===== config.mk =====
export PLATFORM = sky130hd
export DESIGN_NAME = boundary_scan_test_port
export DESIGN_NICKNAME = d
export VERILOG_FILES = /design/src/design/tap_pkg.sv /design/src/design/pin_sync.sv /design/src/design/tap_fsm.sv /design/src/design/boundary_scan_test_port.sv
export VERILOG_INCLUDE_DIRS = /design/src /design/src/design
export SDC_FILE = /design/constraint.sdc
export NUM_CORES = 1
export LEC_CHECK = 0
export BUFFER_PORTS_ARGS = -buffer_cell sky130_fd_sc_hd__buf_4
export CAP_MARGIN = 10
export CELL_PAD_IN_SITES_DETAIL_PLACEMENT = 1
export CELL_PAD_IN_SITES_GLOBAL_PLACEMENT = 2
export CORE_MARGIN = 10
export CORE_UTILIZATION = 38
export CTS_CLUSTER_DIAMETER = 60
export DETAILED_ROUTE_END_ITERATION = 12
export PLACE_DENSITY = 0.83
export SYNTH_ARGS = -nofsm -noshare
export SYNTH_HDL_FRONTEND = slang
export SYNTH_SLANG_ARGS = --single-unit

===== constraint.sdc =====
create_clock -name clk -period 4.85 [get_ports clk]
set_clock_uncertainty 0.2 [all_clocks]
set_input_delay 0.485 -clock clk [delete_from_list [all_inputs] [get_ports clk]]
set_output_delay 0.485 -clock clk [all_outputs]
set_load 0.005 [all_outputs]

===== src/design/tap_defs.svh =====
// constants of the boundary-scan test port: codes, lengths, field positions
`ifndef TAP_DEFS_SVH
`define TAP_DEFS_SVH

`define TAP_STATE_W        4
`define TAP_IR_W           3
`define TAP_IR_EXTEST      3'h0
`define TAP_IR_SAMPLE      3'h4
`define TAP_IR_IDCODE      3'h6
`define TAP_IR_BYPASS      3'h7
`define TAP_IR_CAPTURE     3'h1
`define TAP_ID_LEN         32
`define TAP_BS_LEN         98
`define TAP_ID_MARK_BIT    0
`define TAP_ID_PROD_LSB    1
`define TAP_ID_PROD_W      11
`define TAP_ID_PART_LSB    12
`define TAP_ID_PART_W      16
`define TAP_ID_REV_LSB     28
`define TAP_ID_REV_W       4
`define TAP_RESET_EDGES    5
`define TAP_SYNC_STAGES    3
`define TAP_PIN_COUNT      3

`endif


===== src/design/tap_pkg.sv =====
// types shared by the boundary-scan test port files
`include "tap_defs.svh"

package tap_pkg;

    // controller states, gray along the data and instruction branches
    typedef enum logic [`TAP_STATE_W-1:0] {
        ST_RESET    = 4'h0,
        ST_IDLE     = 4'h1,
        ST_SEL_DR   = 4'h3,
        ST_CAP_DR   = 4'h2,
        ST_SHIFT_DR = 4'h6,
        ST_EXIT1_DR = 4'h7,
        ST_PAUSE_DR = 4'h5,
        ST_EXIT2_DR = 4'h4,
        ST_UPD_DR   = 4'hC,
        ST_SEL_IR   = 4'hD,
        ST_CAP_IR   = 4'hF,
        ST_SHIFT_IR = 4'hE,
        ST_EXIT1_IR = 4'hA,
        ST_PAUSE_IR = 4'hB,
        ST_EXIT2_IR = 4'h9,
        ST_UPD_IR   = 4'h8
    } tap_state_t;

    // which data register sits between serial input and output
    typedef enum logic [1:0] {
        SEL_BOUND = 2'h0,
        SEL_ID    = 2'h1,
        SEL_SKIP  = 2'h2
    } dr_sel_t;

endpackage : tap_pkg


===== src/design/pin_sync.sv =====
// three-stage pin synchroniser with agreement filter
`timescale 1ns/1ns
`default_nettype none

module pin_sync #(
    parameter int W = 3                         // number of pins
) (
    input  wire logic         clk,              // system clock
    input  wire logic         reset_n,          // async reset, active low
    input  wire logic [W-1:0] pinIn,            // raw pins, foreign timing
    output logic      [W-1:0] pinLvl            // filtered level, registered
);

    logic [W-1:0] stage1_ff;                    // first stage, read by stage2 only
    logic [W-1:0] stage2_ff;                    // second stage
    logic [W-1:0] stage3_ff;                    // third stage
    logic [W-1:0] level_ff;                     // accepted level
    logic [W-1:0] nxt_level;                    // next accepted level

    // a change counts only once the second and third stages agree
    genvar g;
    generate
        for (g = 0; g < W; g++) begin : gen_filt
            always_comb begin
                nxt_level[g] = (stage2_ff[g] == stage3_ff[g]) ? stage3_ff[g] : level_ff[g];
            end
        end
    endgenerate

    // registers only
    always_ff @(posedge clk or negedge reset_n) begin
        if (!reset_n) begin
            stage1_ff <= '0;
            stage2_ff <= '0;
            stage3_ff <= '0;
            level_ff  <= '0;
        end else begin
            stage1_ff <= pinIn;
            stage2_ff <= stage1_ff;
            stage3_ff <= stage2_ff;
            level_ff  <= nxt_level;
        end
    end

    assign pinLvl = level_ff;

endmodule : pin_sync

`default_nettype wire


===== src/design/tap_fsm.sv =====
// sixteen-state test access port controller
`timescale 1ns/1ns
`default_nettype none

module tap_fsm
    import tap_pkg::*;
(
    input  wire logic  clk,                     // system clock
    input  wire logic  reset_n,                 // async reset, active low
    input  wire logic  step,                    // one-cycle pulse per test clock rise
    input  wire logic  tms,                     // mode select, valid with step
    output tap_state_t state                    // current state, registered
);

    tap_state_t state_ff;                       // present state
    tap_state_t nxt_state;                      // next state

    // transitions follow the mode select taken at each test clock rise
    always_comb begin
        nxt_state = state_ff;
        if (step) begin
            unique case (state_ff)
                ST_RESET:    nxt_state = tms ? ST_RESET    : ST_IDLE;
                ST_IDLE:     nxt_state = tms ? ST_SEL_DR   : ST_IDLE;
                ST_SEL_DR:   nxt_state = tms ? ST_SEL_IR   : ST_CAP_DR;
                ST_CAP_DR:   nxt_state = tms ? ST_EXIT1_DR : ST_SHIFT_DR;
                ST_SHIFT_DR: nxt_state = tms ? ST_EXIT1_DR : ST_SHIFT_DR;
                ST_EXIT1_DR: nxt_state = tms ? ST_UPD_DR   : ST_PAUSE_DR;
                ST_PAUSE_DR: nxt_state = tms ? ST_EXIT2_DR : ST_PAUSE_DR;
                ST_EXIT2_DR: nxt_state = tms ? ST_UPD_DR   : ST_SHIFT_DR;
                ST_UPD_DR:   nxt_state = tms ? ST_SEL_DR   : ST_IDLE;
                ST_SEL_IR:   nxt_state = tms ? ST_RESET    : ST_CAP_IR;
                ST_CAP_IR:   nxt_state = tms ? ST_EXIT1_IR : ST_SHIFT_IR;
                ST_SHIFT_IR: nxt_state = tms ? ST_EXIT1_IR : ST_SHIFT_IR;
                ST_EXIT1_IR: nxt_state = tms ? ST_UPD_IR   : ST_PAUSE_IR;
                ST_PAUSE_IR: nxt_state = tms ? ST_EXIT2_IR : ST_PAUSE_IR;
                ST_EXIT2_IR: nxt_state = tms ? ST_UPD_IR   : ST_SHIFT_IR;
                ST_UPD_IR:   nxt_state = tms ? ST_SEL_DR   : ST_IDLE;
            endcase
        end
    end

    // state register; power-up lands in the reset state
    always_ff @(posedge clk or negedge reset_n) begin
        if (!reset_n) begin
            state_ff <= ST_RESET;
        end else begin
            state_ff <= nxt_state;
        end
    end

    assign state = state_ff;

    // helper: count of consecutive rises with mode select high, saturating
    logic [2:0] highRun_ff;
    always_ff @(posedge clk or negedge reset_n) begin
        if (!reset_n) begin
            highRun_ff <= 3'h0;
        end else if (step) begin
            highRun_ff <= !tms ? 3'h0 : ((highRun_ff == 3'h5) ? 3'h5 : highRun_ff + 3'h1);
        end
    end

    property p_five_high_resets;
        @(posedge clk) disable iff (!reset_n)
        (highRun_ff == 3'h5) |-> (state_ff == ST_RESET);
    endproperty
    a_five_high_resets: assert property (p_five_high_resets)
        else $error("five high mode selects did not reach reset state");

    property p_select_to_capture;
        @(posedge clk) disable iff (!reset_n)
        (step && !tms && state_ff == ST_SEL_DR) |=> (state_ff == ST_CAP_DR);
    endproperty
    a_select_to_capture: assert property (p_select_to_capture)
        else $error("select-dr with low mode select did not go to capture");

    property p_hold_without_step;
        @(posedge clk) disable iff (!reset_n)
        !step |=> $stable(state_ff);
    endproperty
    a_hold_without_step: assert property (p_hold_without_step)
        else $error("state moved without a test clock rise");

endmodule : tap_fsm

`default_nettype wire


===== src/design/boundary_scan_test_port.sv =====
// boundary-scan test access port: pin sampling, registers and serial path
`timescale 1ns/1ns
`default_nettype none
`include "tap_defs.svh"

// Contract
// - three-bit instruction register, shifted in lsb first
// - code 000: external test through boundary chain
// - code 100: sample/preload, functional path untouched
// - code 110: identification register in serial path
// - code 111: bypass, one test clock delay
// - identification register is 32 fixed bits
// - id: bit0 one, producer, part, revision
// - identification shifts out lsb first
// - bypass is a single flip-flop
// - 98-stage boundary chain, only under test codes
// - sixteen-state controller, data and instruction branches
// - mode select sampled on each test clock rise
// - serial data paced by test clock only
// - test codes put boundary chain in path
// - five high mode selects reach reset state
// - reset state loads identification instruction
// - parallel latches load on fall in Update-DR
module boundary_scan_test_port
    import tap_pkg::*;
#(
    parameter logic [`TAP_ID_PROD_W-1:0] PRODUCER_ID = 11'h0A5, // arbitrary value
    parameter logic [`TAP_ID_PART_W-1:0] PART_ID     = 16'h1234, // arbitrary value
    parameter logic [`TAP_ID_REV_W-1:0]  REVISION_ID = 4'h1      // arbitrary value
) (
    input  wire logic                   clk,          // system clock, 100 MHz
    input  wire logic                   reset_n,      // async reset, active low
    input  wire logic                   tckPin,       // test clock from tester
    input  wire logic                   tmsPin,       // test mode select
    input  wire logic                   tdiPin,       // test data input
    output logic                        tdoOut,       // test data output value
    output logic                        tdoOe,        // test data output enable
    input  wire logic [`TAP_BS_LEN-1:0] pinSample,    // pin levels seen by the chain
    output logic      [`TAP_BS_LEN-1:0] pinDrive,     // latched pattern for the pins
    output logic                        extestActive  // pins take pinDrive, not core
);

    // packed identification value
    localparam logic [`TAP_ID_LEN-1:0] ID_VALUE =
        {REVISION_ID, PART_ID, PRODUCER_ID, 1'b1};

    // instruction to data register decode, shared by datapath and checks
    function automatic dr_sel_t decodeSel(input logic [`TAP_IR_W-1:0] code);
        unique case (code)
            `TAP_IR_EXTEST: decodeSel = SEL_BOUND;
            `TAP_IR_SAMPLE: decodeSel = SEL_BOUND;
            `TAP_IR_IDCODE: decodeSel = SEL_ID;
            default:        decodeSel = SEL_SKIP;
        endcase
    endfunction : decodeSel

    // synchronised pins: bit0 clock, bit1 mode select, bit2 data
    logic [`TAP_PIN_COUNT-1:0] pinLvl;              // filtered levels
    logic                      tckPrev_ff;          // last filtered test clock
    logic                      tckRise;             // test clock rising this cycle
    logic                      tckFall;             // test clock falling this cycle
    tap_state_t                state;               // controller state

    pin_sync #(
        .W      (`TAP_PIN_COUNT)
    ) u_sync (
        .clk    (clk),
        .reset_n(reset_n),
        .pinIn  ({tdiPin, tmsPin, tckPin}),
        .pinLvl (pinLvl)
    );

    // edges of the filtered test clock; all pins share the pipeline delay
    always_comb begin
        tckRise = pinLvl[0] && !tckPrev_ff;
        tckFall = !pinLvl[0] && tckPrev_ff;
    end

    tap_fsm u_fsm (
        .clk    (clk),
        .reset_n(reset_n),
        .step   (tckRise),
        .tms    (pinLvl[1]),
        .state  (state)
    );

    // register state
    logic [`TAP_IR_W-1:0]   instr_ff;               // active instruction
    logic [`TAP_IR_W-1:0]   irShift_ff;             // instruction shift stages
    logic [`TAP_ID_LEN-1:0] idShift_ff;             // identification shift stages
    logic                   skip_ff;                // single-bit skip register
    logic [`TAP_BS_LEN-1:0] bsChain_ff;             // boundary cell chain stages
    logic [`TAP_BS_LEN-1:0] pinDrive_ff;            // parallel output latches
    logic                   tdoOut_ff;              // output data flop
    logic                   tdoOe_ff;               // output enable flop
    logic                   extest_ff;              // external test in force
    logic [`TAP_IR_W-1:0]   nxt_instr;
    logic [`TAP_IR_W-1:0]   nxt_irShift;
    logic [`TAP_ID_LEN-1:0] nxt_idShift;
    logic                   nxt_skip;
    logic [`TAP_BS_LEN-1:0] nxt_bsChain;
    logic [`TAP_BS_LEN-1:0] nxt_pinDrive;
    logic                   nxt_tdoOut;
    logic                   nxt_tdoOe;
    logic                   nxt_extest;
    dr_sel_t                sel;                    // data register in the path
    logic                   tdi;                    // filtered serial input

    // next values of every register of the port except tckPrev_ff
    always_comb begin
        sel          = decodeSel(instr_ff);
        tdi          = pinLvl[2];
        nxt_instr    = instr_ff;
        nxt_irShift  = irShift_ff;
        nxt_idShift  = idShift_ff;
        nxt_skip     = skip_ff;
        nxt_bsChain  = bsChain_ff;
        nxt_pinDrive = pinDrive_ff;
        nxt_tdoOut   = tdoOut_ff;
        nxt_tdoOe    = tdoOe_ff;
        nxt_extest   = (instr_ff == `TAP_IR_EXTEST);
        // rising edge: capture and shift, one bit per test clock
        if (tckRise) begin
            unique case (state)
                ST_CAP_IR:   nxt_irShift = `TAP_IR_CAPTURE;
                ST_SHIFT_IR: nxt_irShift = {tdi, irShift_ff[`TAP_IR_W-1:1]};
                ST_CAP_DR: begin
                    // skip flop has no parallel input, so it keeps its value
                    if (sel == SEL_BOUND) begin
                        nxt_bsChain = pinSample;
                    end else if (sel == SEL_ID) begin
                        nxt_idShift = ID_VALUE;
                    end
                end
                ST_SHIFT_DR: begin
                    unique case (sel)
                        SEL_BOUND: nxt_bsChain = {tdi, bsChain_ff[`TAP_BS_LEN-1:1]};
                        SEL_ID:    nxt_idShift = {tdi, idShift_ff[`TAP_ID_LEN-1:1]};
                        default:   nxt_skip    = tdi;
                    endcase
                end
                default: begin
                end
            endcase
        end
        // falling edge: updates and serial output
        if (tckFall) begin
            nxt_tdoOe = (state == ST_SHIFT_DR) || (state == ST_SHIFT_IR);
            if (state == ST_SHIFT_IR) begin
                nxt_tdoOut = irShift_ff[0];
            end else if (state == ST_SHIFT_DR) begin
                unique case (sel)
                    SEL_BOUND: nxt_tdoOut = bsChain_ff[0];
                    SEL_ID:    nxt_tdoOut = idShift_ff[0];
                    default:   nxt_tdoOut = skip_ff;
                endcase
            end
            if (state == ST_UPD_IR) begin
                nxt_instr = irShift_ff;
            end
            if (state == ST_UPD_DR && sel == SEL_BOUND) begin
                nxt_pinDrive = bsChain_ff;
            end
        end
        // the reset state forces the identification instruction
        if (state == ST_RESET) begin
            nxt_instr = `TAP_IR_IDCODE;
        end
    end

    // registers only
    always_ff @(posedge clk or negedge reset_n) begin
        if (!reset_n) begin
            tckPrev_ff  <= 1'b0;
            instr_ff    <= `TAP_IR_IDCODE;
            irShift_ff  <= '0;
            idShift_ff  <= '0;
            skip_ff     <= 1'b0;
            bsChain_ff  <= '0;
            pinDrive_ff <= '0;
            tdoOut_ff   <= 1'b0;
            tdoOe_ff    <= 1'b0;
            extest_ff   <= 1'b0;
        end else begin
            tckPrev_ff  <= pinLvl[0];
            instr_ff    <= nxt_instr;
            irShift_ff  <= nxt_irShift;
            idShift_ff  <= nxt_idShift;
            skip_ff     <= nxt_skip;
            bsChain_ff  <= nxt_bsChain;
            pinDrive_ff <= nxt_pinDrive;
            tdoOut_ff   <= nxt_tdoOut;
            tdoOe_ff    <= nxt_tdoOe;
            extest_ff   <= nxt_extest;
        end
    end

    assign tdoOut       = tdoOut_ff;
    assign tdoOe        = tdoOe_ff;
    assign pinDrive     = pinDrive_ff;
    assign extestActive = extest_ff;

    // checks

    property p_reset_loads_idcode;
        @(posedge clk) disable iff (!reset_n)
        (state == ST_RESET) |=> (instr_ff == `TAP_IR_IDCODE);
    endproperty
    a_reset_loads_idcode: assert property (p_reset_loads_idcode)
        else $error("reset state did not load identification instruction");

    // judged on the registers themselves, so a broken decode cannot hide
    property p_unassigned_bypass;
        @(posedge clk) disable iff (!reset_n)
        (tckRise && state == ST_SHIFT_DR && instr_ff != `TAP_IR_EXTEST &&
         instr_ff != `TAP_IR_SAMPLE && instr_ff != `TAP_IR_IDCODE) |=>
            (skip_ff == $past(tdi)) && $stable(bsChain_ff) && $stable(idShift_ff);
    endproperty
    a_unassigned_bypass: assert property (p_unassigned_bypass)
        else $error("unassigned instruction did not select skip flop");

    property p_oe_only_shift;
        @(posedge clk) disable iff (!reset_n)
        $rose(tdoOe_ff) |-> $past(tckFall) &&
            ($past(state) == ST_SHIFT_DR || $past(state) == ST_SHIFT_IR);
    endproperty
    a_oe_only_shift: assert property (p_oe_only_shift)
        else $error("output enabled outside a shift state");

    property p_latch_only_update;
        @(posedge clk) disable iff (!reset_n)
        !$stable(pinDrive_ff) |-> $past(tckFall) && $past(state) == ST_UPD_DR;
    endproperty
    a_latch_only_update: assert property (p_latch_only_update)
        else $error("parallel latches changed outside update on fall");

    property p_chain_only_test;
        @(posedge clk) disable iff (!reset_n)
        !$stable(bsChain_ff) |-> $past(tckRise) && $past(sel) == SEL_BOUND;
    endproperty
    a_chain_only_test: assert property (p_chain_only_test)
        else $error("boundary chain moved without a test instruction");

    property p_capture_pins;
        @(posedge clk) disable iff (!reset_n)
        (tckRise && state == ST_CAP_DR && sel == SEL_BOUND) |=>
            (bsChain_ff == $past(pinSample)) && $stable(skip_ff);
    endproperty
    a_capture_pins: assert property (p_capture_pins)
        else $error("capture did not load pin levels");

    property p_id_first_bit;
        @(posedge clk) disable iff (!reset_n)
        (tckRise && state == ST_CAP_DR && sel == SEL_ID) |=>
            (idShift_ff == ID_VALUE) && idShift_ff[`TAP_ID_MARK_BIT];
    endproperty
    a_id_first_bit: assert property (p_id_first_bit)
        else $error("identification value not captured with bit0 set");

    property p_skip_one_period;
        @(posedge clk) disable iff (!reset_n)
        (tckRise && state == ST_SHIFT_DR && sel == SEL_SKIP) |=>
            (skip_ff == $past(tdi));
    endproperty
    a_skip_one_period: assert property (p_skip_one_period)
        else $error("skip flop did not take serial input");

    property p_sample_keeps_core;
        @(posedge clk) disable iff (!reset_n)
        (instr_ff == `TAP_IR_SAMPLE) |=> !extest_ff;
    endproperty
    a_sample_keeps_core: assert property (p_sample_keeps_core)
        else $error("sample/preload disturbed the functional path");

    property p_ir_lsb_first;
        @(posedge clk) disable iff (!reset_n)
        (tckRise && state == ST_SHIFT_IR) |=>
            (irShift_ff[`TAP_IR_W-1] == $past(tdi)) &&
            (irShift_ff[0] == $past(irShift_ff[1]));
    endproperty
    a_ir_lsb_first: assert property (p_ir_lsb_first)
        else $error("instruction bits not shifted lsb first");

endmodule : boundary_scan_test_port

`default_nettype wire


==> flow_metrics.tcl <==
set metrics [dict create \
    holdCritPathClass "primary input to register" \
    drv_slew 0 \
    dieArea_mm2 0.03468 \
    crit_family "flip-flops" \
    dp_hpwl_mm 17.99 \
    worst_pin_slew_ns 1.021 \
    holdWs_ns 0.02359 \
    fin_crit_sh_pct 51.65 \
    cts.path.max_buffers 3 \
    syn_inst 1000 \
    dr.pass1.iters 4 \
    wl_met2_mm 13.55 \
    finalHoldViolations 0 \
    start_kind "register" \
    required_ns 5.10 \
    synth_nets 1103 \
    routed_wl_mm 28.80 \
    cp.depth 4 \
    r2r_start "u_fsm.state[3]$_DFFE_PN0P_" \
    initialDrtViolationCount 576 \
    synth_area_per_cell_um2 10.50 \
    grt_first_pass_wirelength_mm 45.90 \
    ff2ff_path_depth 4 \
    ys_types 40 \
    critPathBufInv 1 \
    dr.max_layer_used "met4" \
    async_flop_share_pct 100.0 \
    crit_arrival_ns 2.75 \
    numPortBuffers 203 \
    num_io_pins 204 \
    critPathSlowestCell "dfrtp_1" \
    status "finished, final reports clean" \
    tns_ns 0 \
    htree_levels 1 \
    cts.clk_slew.worst_paths_ns 0.06 \
    overflow 0 \
    coreArea_mm2 0.02710 \
    nNetsFinal 1320 \
    fin_crit_ns 2.505 \
    p_leak_nw 6.481 \
    via_count 8031 \
    cts_buffers 29 \
    synth_edf_count 0 \
    gr-usage-all-layers_pct 16.21 \
    rsz0062_at_grt "no" \
    reg2reg_to "bsChain_ff[41]$_DFFE_PN0P_" \
    clk-insertion-delay-late_ns 0.54 \
    wl_met1_mm 13.02 \
    slowest_delay_ns 0.68 \
    synth_top_area_share_pct 60.30 \
    synth-seq-cells 255 \
    drtAntennaViolNets 0 \
    path_class "register to register" \
    fp-row-count 60 \
    avgRoutedWirePerCell_um 17.85 \
    place_area_mm2 0.01229 \
    finalSetupViolCount 0 \
    cp_cell_sequence "nor4_4, buf_12, nor2_1, a31oi_1" \
    clock_sinks 255 \
    syn_area_mm2 0.01050 \
    power_density_mw_per_mm2 506.6 \
    end_kind "register" \
    max_freq_mhz 399.2 \
    fp.dieW_um 186.2 \
    endpoint "bsChain_ff[41]$_DFFE_PN0P_" \
    dp_cells 1508 \
    route.detailed.drc 0 \
    timing.reg2reg.setup_slack_ns 2.35 \
    gp_congestion 0.7345 \
    n_fill_cell 2912 \
    drive_above_1_share_pct 29.30 \
    cts_tree "yes" \
    die_y_um 186.2 \
    synth_top_area_cell "dfrtp_1" \
    start_util_pct 38.74 \
    drv_cap 0 \
    synth.yosys.seq_area_share_pct 60.80 \
    synth_ff_type "dfrtp_1" \
    dp_slack_ns 2.468 \
    antenna_found_initial 1 \
    wl_met3_mm 1.679 \
    grt_start_max_net_pins 197 \
    avgViaCountPerCell 4.979 \
    fin_area_mm2 0.01378 \
    grt_pass1_vias 8560 \
    ys_warn_count 0 \
    area_growth_pct 31.20 \
    root_buffer "clkbuf_16" \
    ys_top_cells_by_area "dfrtp_1, mux2_2, nand2_1" \
    slew-limit-headroom_pct 31.94 \
    ir_drop_v 0.0002354 \
    postLayoutSetupSlackWorst_ns 2.345 \
    crit_path_start "u_fsm.state[3]$_DFFE_PN0P_" \
    finalNonFillerCells 1613 \
    critPathMaxFanout 196 \
    post_cts_buffers 0 \
]
-- area by class of cell --
| type | count | area [µm²] | area share [%] |
|---|---|---|---|
| Sequential cell | 255 | 6384 | 46.34 |
| Tap cell | 372 | 465.4 | 3.379 |
| Clock buffer | 41 | 840.8 | 6.104 |
| Antenna cell | 2 | 5.005 | 0.03633 |
| Inverter | 4 | 15.01 | 0.1090 |
| Clock inverter | 12 | 141.4 | 1.026 |
| Multi-Input combinational cell | 666 | 3770 | 27.37 |
| Timing Repair Buffer | 261 | 2155 | 15.64 |
-- state kept, by name, summed over array words and instances (netlist names) --
signal            flops
u_fsm.state           4
instr_ff              3
tckPrev_ff            1
u_sync.stage2_ff      3
bsChain_ff           98
irShift_ff            3
idShift_ff           32
pinDrive             98
skip_ff               1
u_sync.stage3_ff      3
extestActive          1
u_sync.stage1_ff      3
u_sync.pinLvl         3
tdoOe                 1
tdoOut                1
-- where the power goes --
group	switching [W]	leakage [nW]	total, W	internal, W
logic	0.000775	2.99	0.00161	0.000835
clock network	0.000860	0.488	0.00222	0.00136
registers	0.000461	3.00	0.00315	0.00269
-- Yosys cell counts (all sizes together), types with 3 or more instances --
cell	number
a21oi	9
a31oi	100
buf	41
clkbuf	34
dfrtp	253
inv	4
maj3	3
mux2	100
nand2	252
nand2b	4
nand3b	6
nor2	119
nor2b	5
nor3	4
o211ai	3
o21ai	38
o21bai	3
o22ai	3
-- cells in the final DEF, fill, tap and decap left out, drive strengths merged --
master and instances:
dfrtp 253, nand2 252, buf 211, nor2 119, a31oi 100, mux2 100, dlygate4sd3 50, clkbuf 41
o21ai 38, a21oi 9, clkinv 7, nand3b 6, nor2b 5, inv 5, nand2b 4, nor3 4
maj3 3, o211ai 3, o21bai 3, o22ai 3, bufinv 3, diode 2, and3 2, a22o 2
dfstp 2, nor3b 2, nand4 2, or2 1, nor4 1, and4 1, or4 1, o22a 1
nand4b 1, o311ai 1, or3 1, a41oi 1, clkinvlp 1
-- per-layer routing --
layer	track usage, %	vias up
li1	-	3826
met2	26.62	180
met1	21.38	3989
met3	3.240	36
met4	4.353	0
met5	0	-
-- logic make-up (layout without fill, tap and decap cells) --
family,Yosys count,count (layout),synth area share (%)
mux,100,100,10.72
buf+inv,79,318,3.432
simple gates,402,402,15.54
fa+ha+maj,3,3,0.2860
compound gates,161,161,9.223
other cells,0,2,0
flops,255,255,60.80
-- timing repair --
item	in CTS	in global routing
endpoints found under the hold margin	149	0
hold buffers	50	0
gates resized for setup	0	0
-- worst reg2reg max path, stage by stage (launching register included) --
cell	delay, ns
dfrtp_1	0.68
nor4_4	0.45
buf_12	0.45
nor2_1	0.45
a31oi_1	0.19
-- worst min path at each step --
stage	startpoint	to	depth (start not counted)
global placement	u_sync.stage1_ff[0]$_DFF_PN0_	u_sync.stage2_ff[0]$_DFF_PN0_	0
global route	pinSample[49]	bsChain_ff[49]$_DFFE_PN0P_	3
floorplan	reset_n	bsChain_ff[0]$_DFFE_PN0P_	0
detailed placement	u_sync.stage1_ff[2]$_DFF_PN0_	u_sync.stage2_ff[2]$_DFF_PN0_	0
finish	pinSample[57]	bsChain_ff[57]$_DFFE_PN0P_	3
CTS	pinSample[58]	bsChain_ff[58]$_DFFE_PN0P_	3
-- through the flow --
step / utilization, % / total power (W)
after detailed placement: 45.34 / 0.004798
after floorplan: - / 0.003987
after global placement: 45.34 / 0.004717
after CTS: 50.81 / 0.007093
after global routing: 50.82 / 0.007443
final: 50.83 / 0.006979
Power figures use the tool's default switching activity.
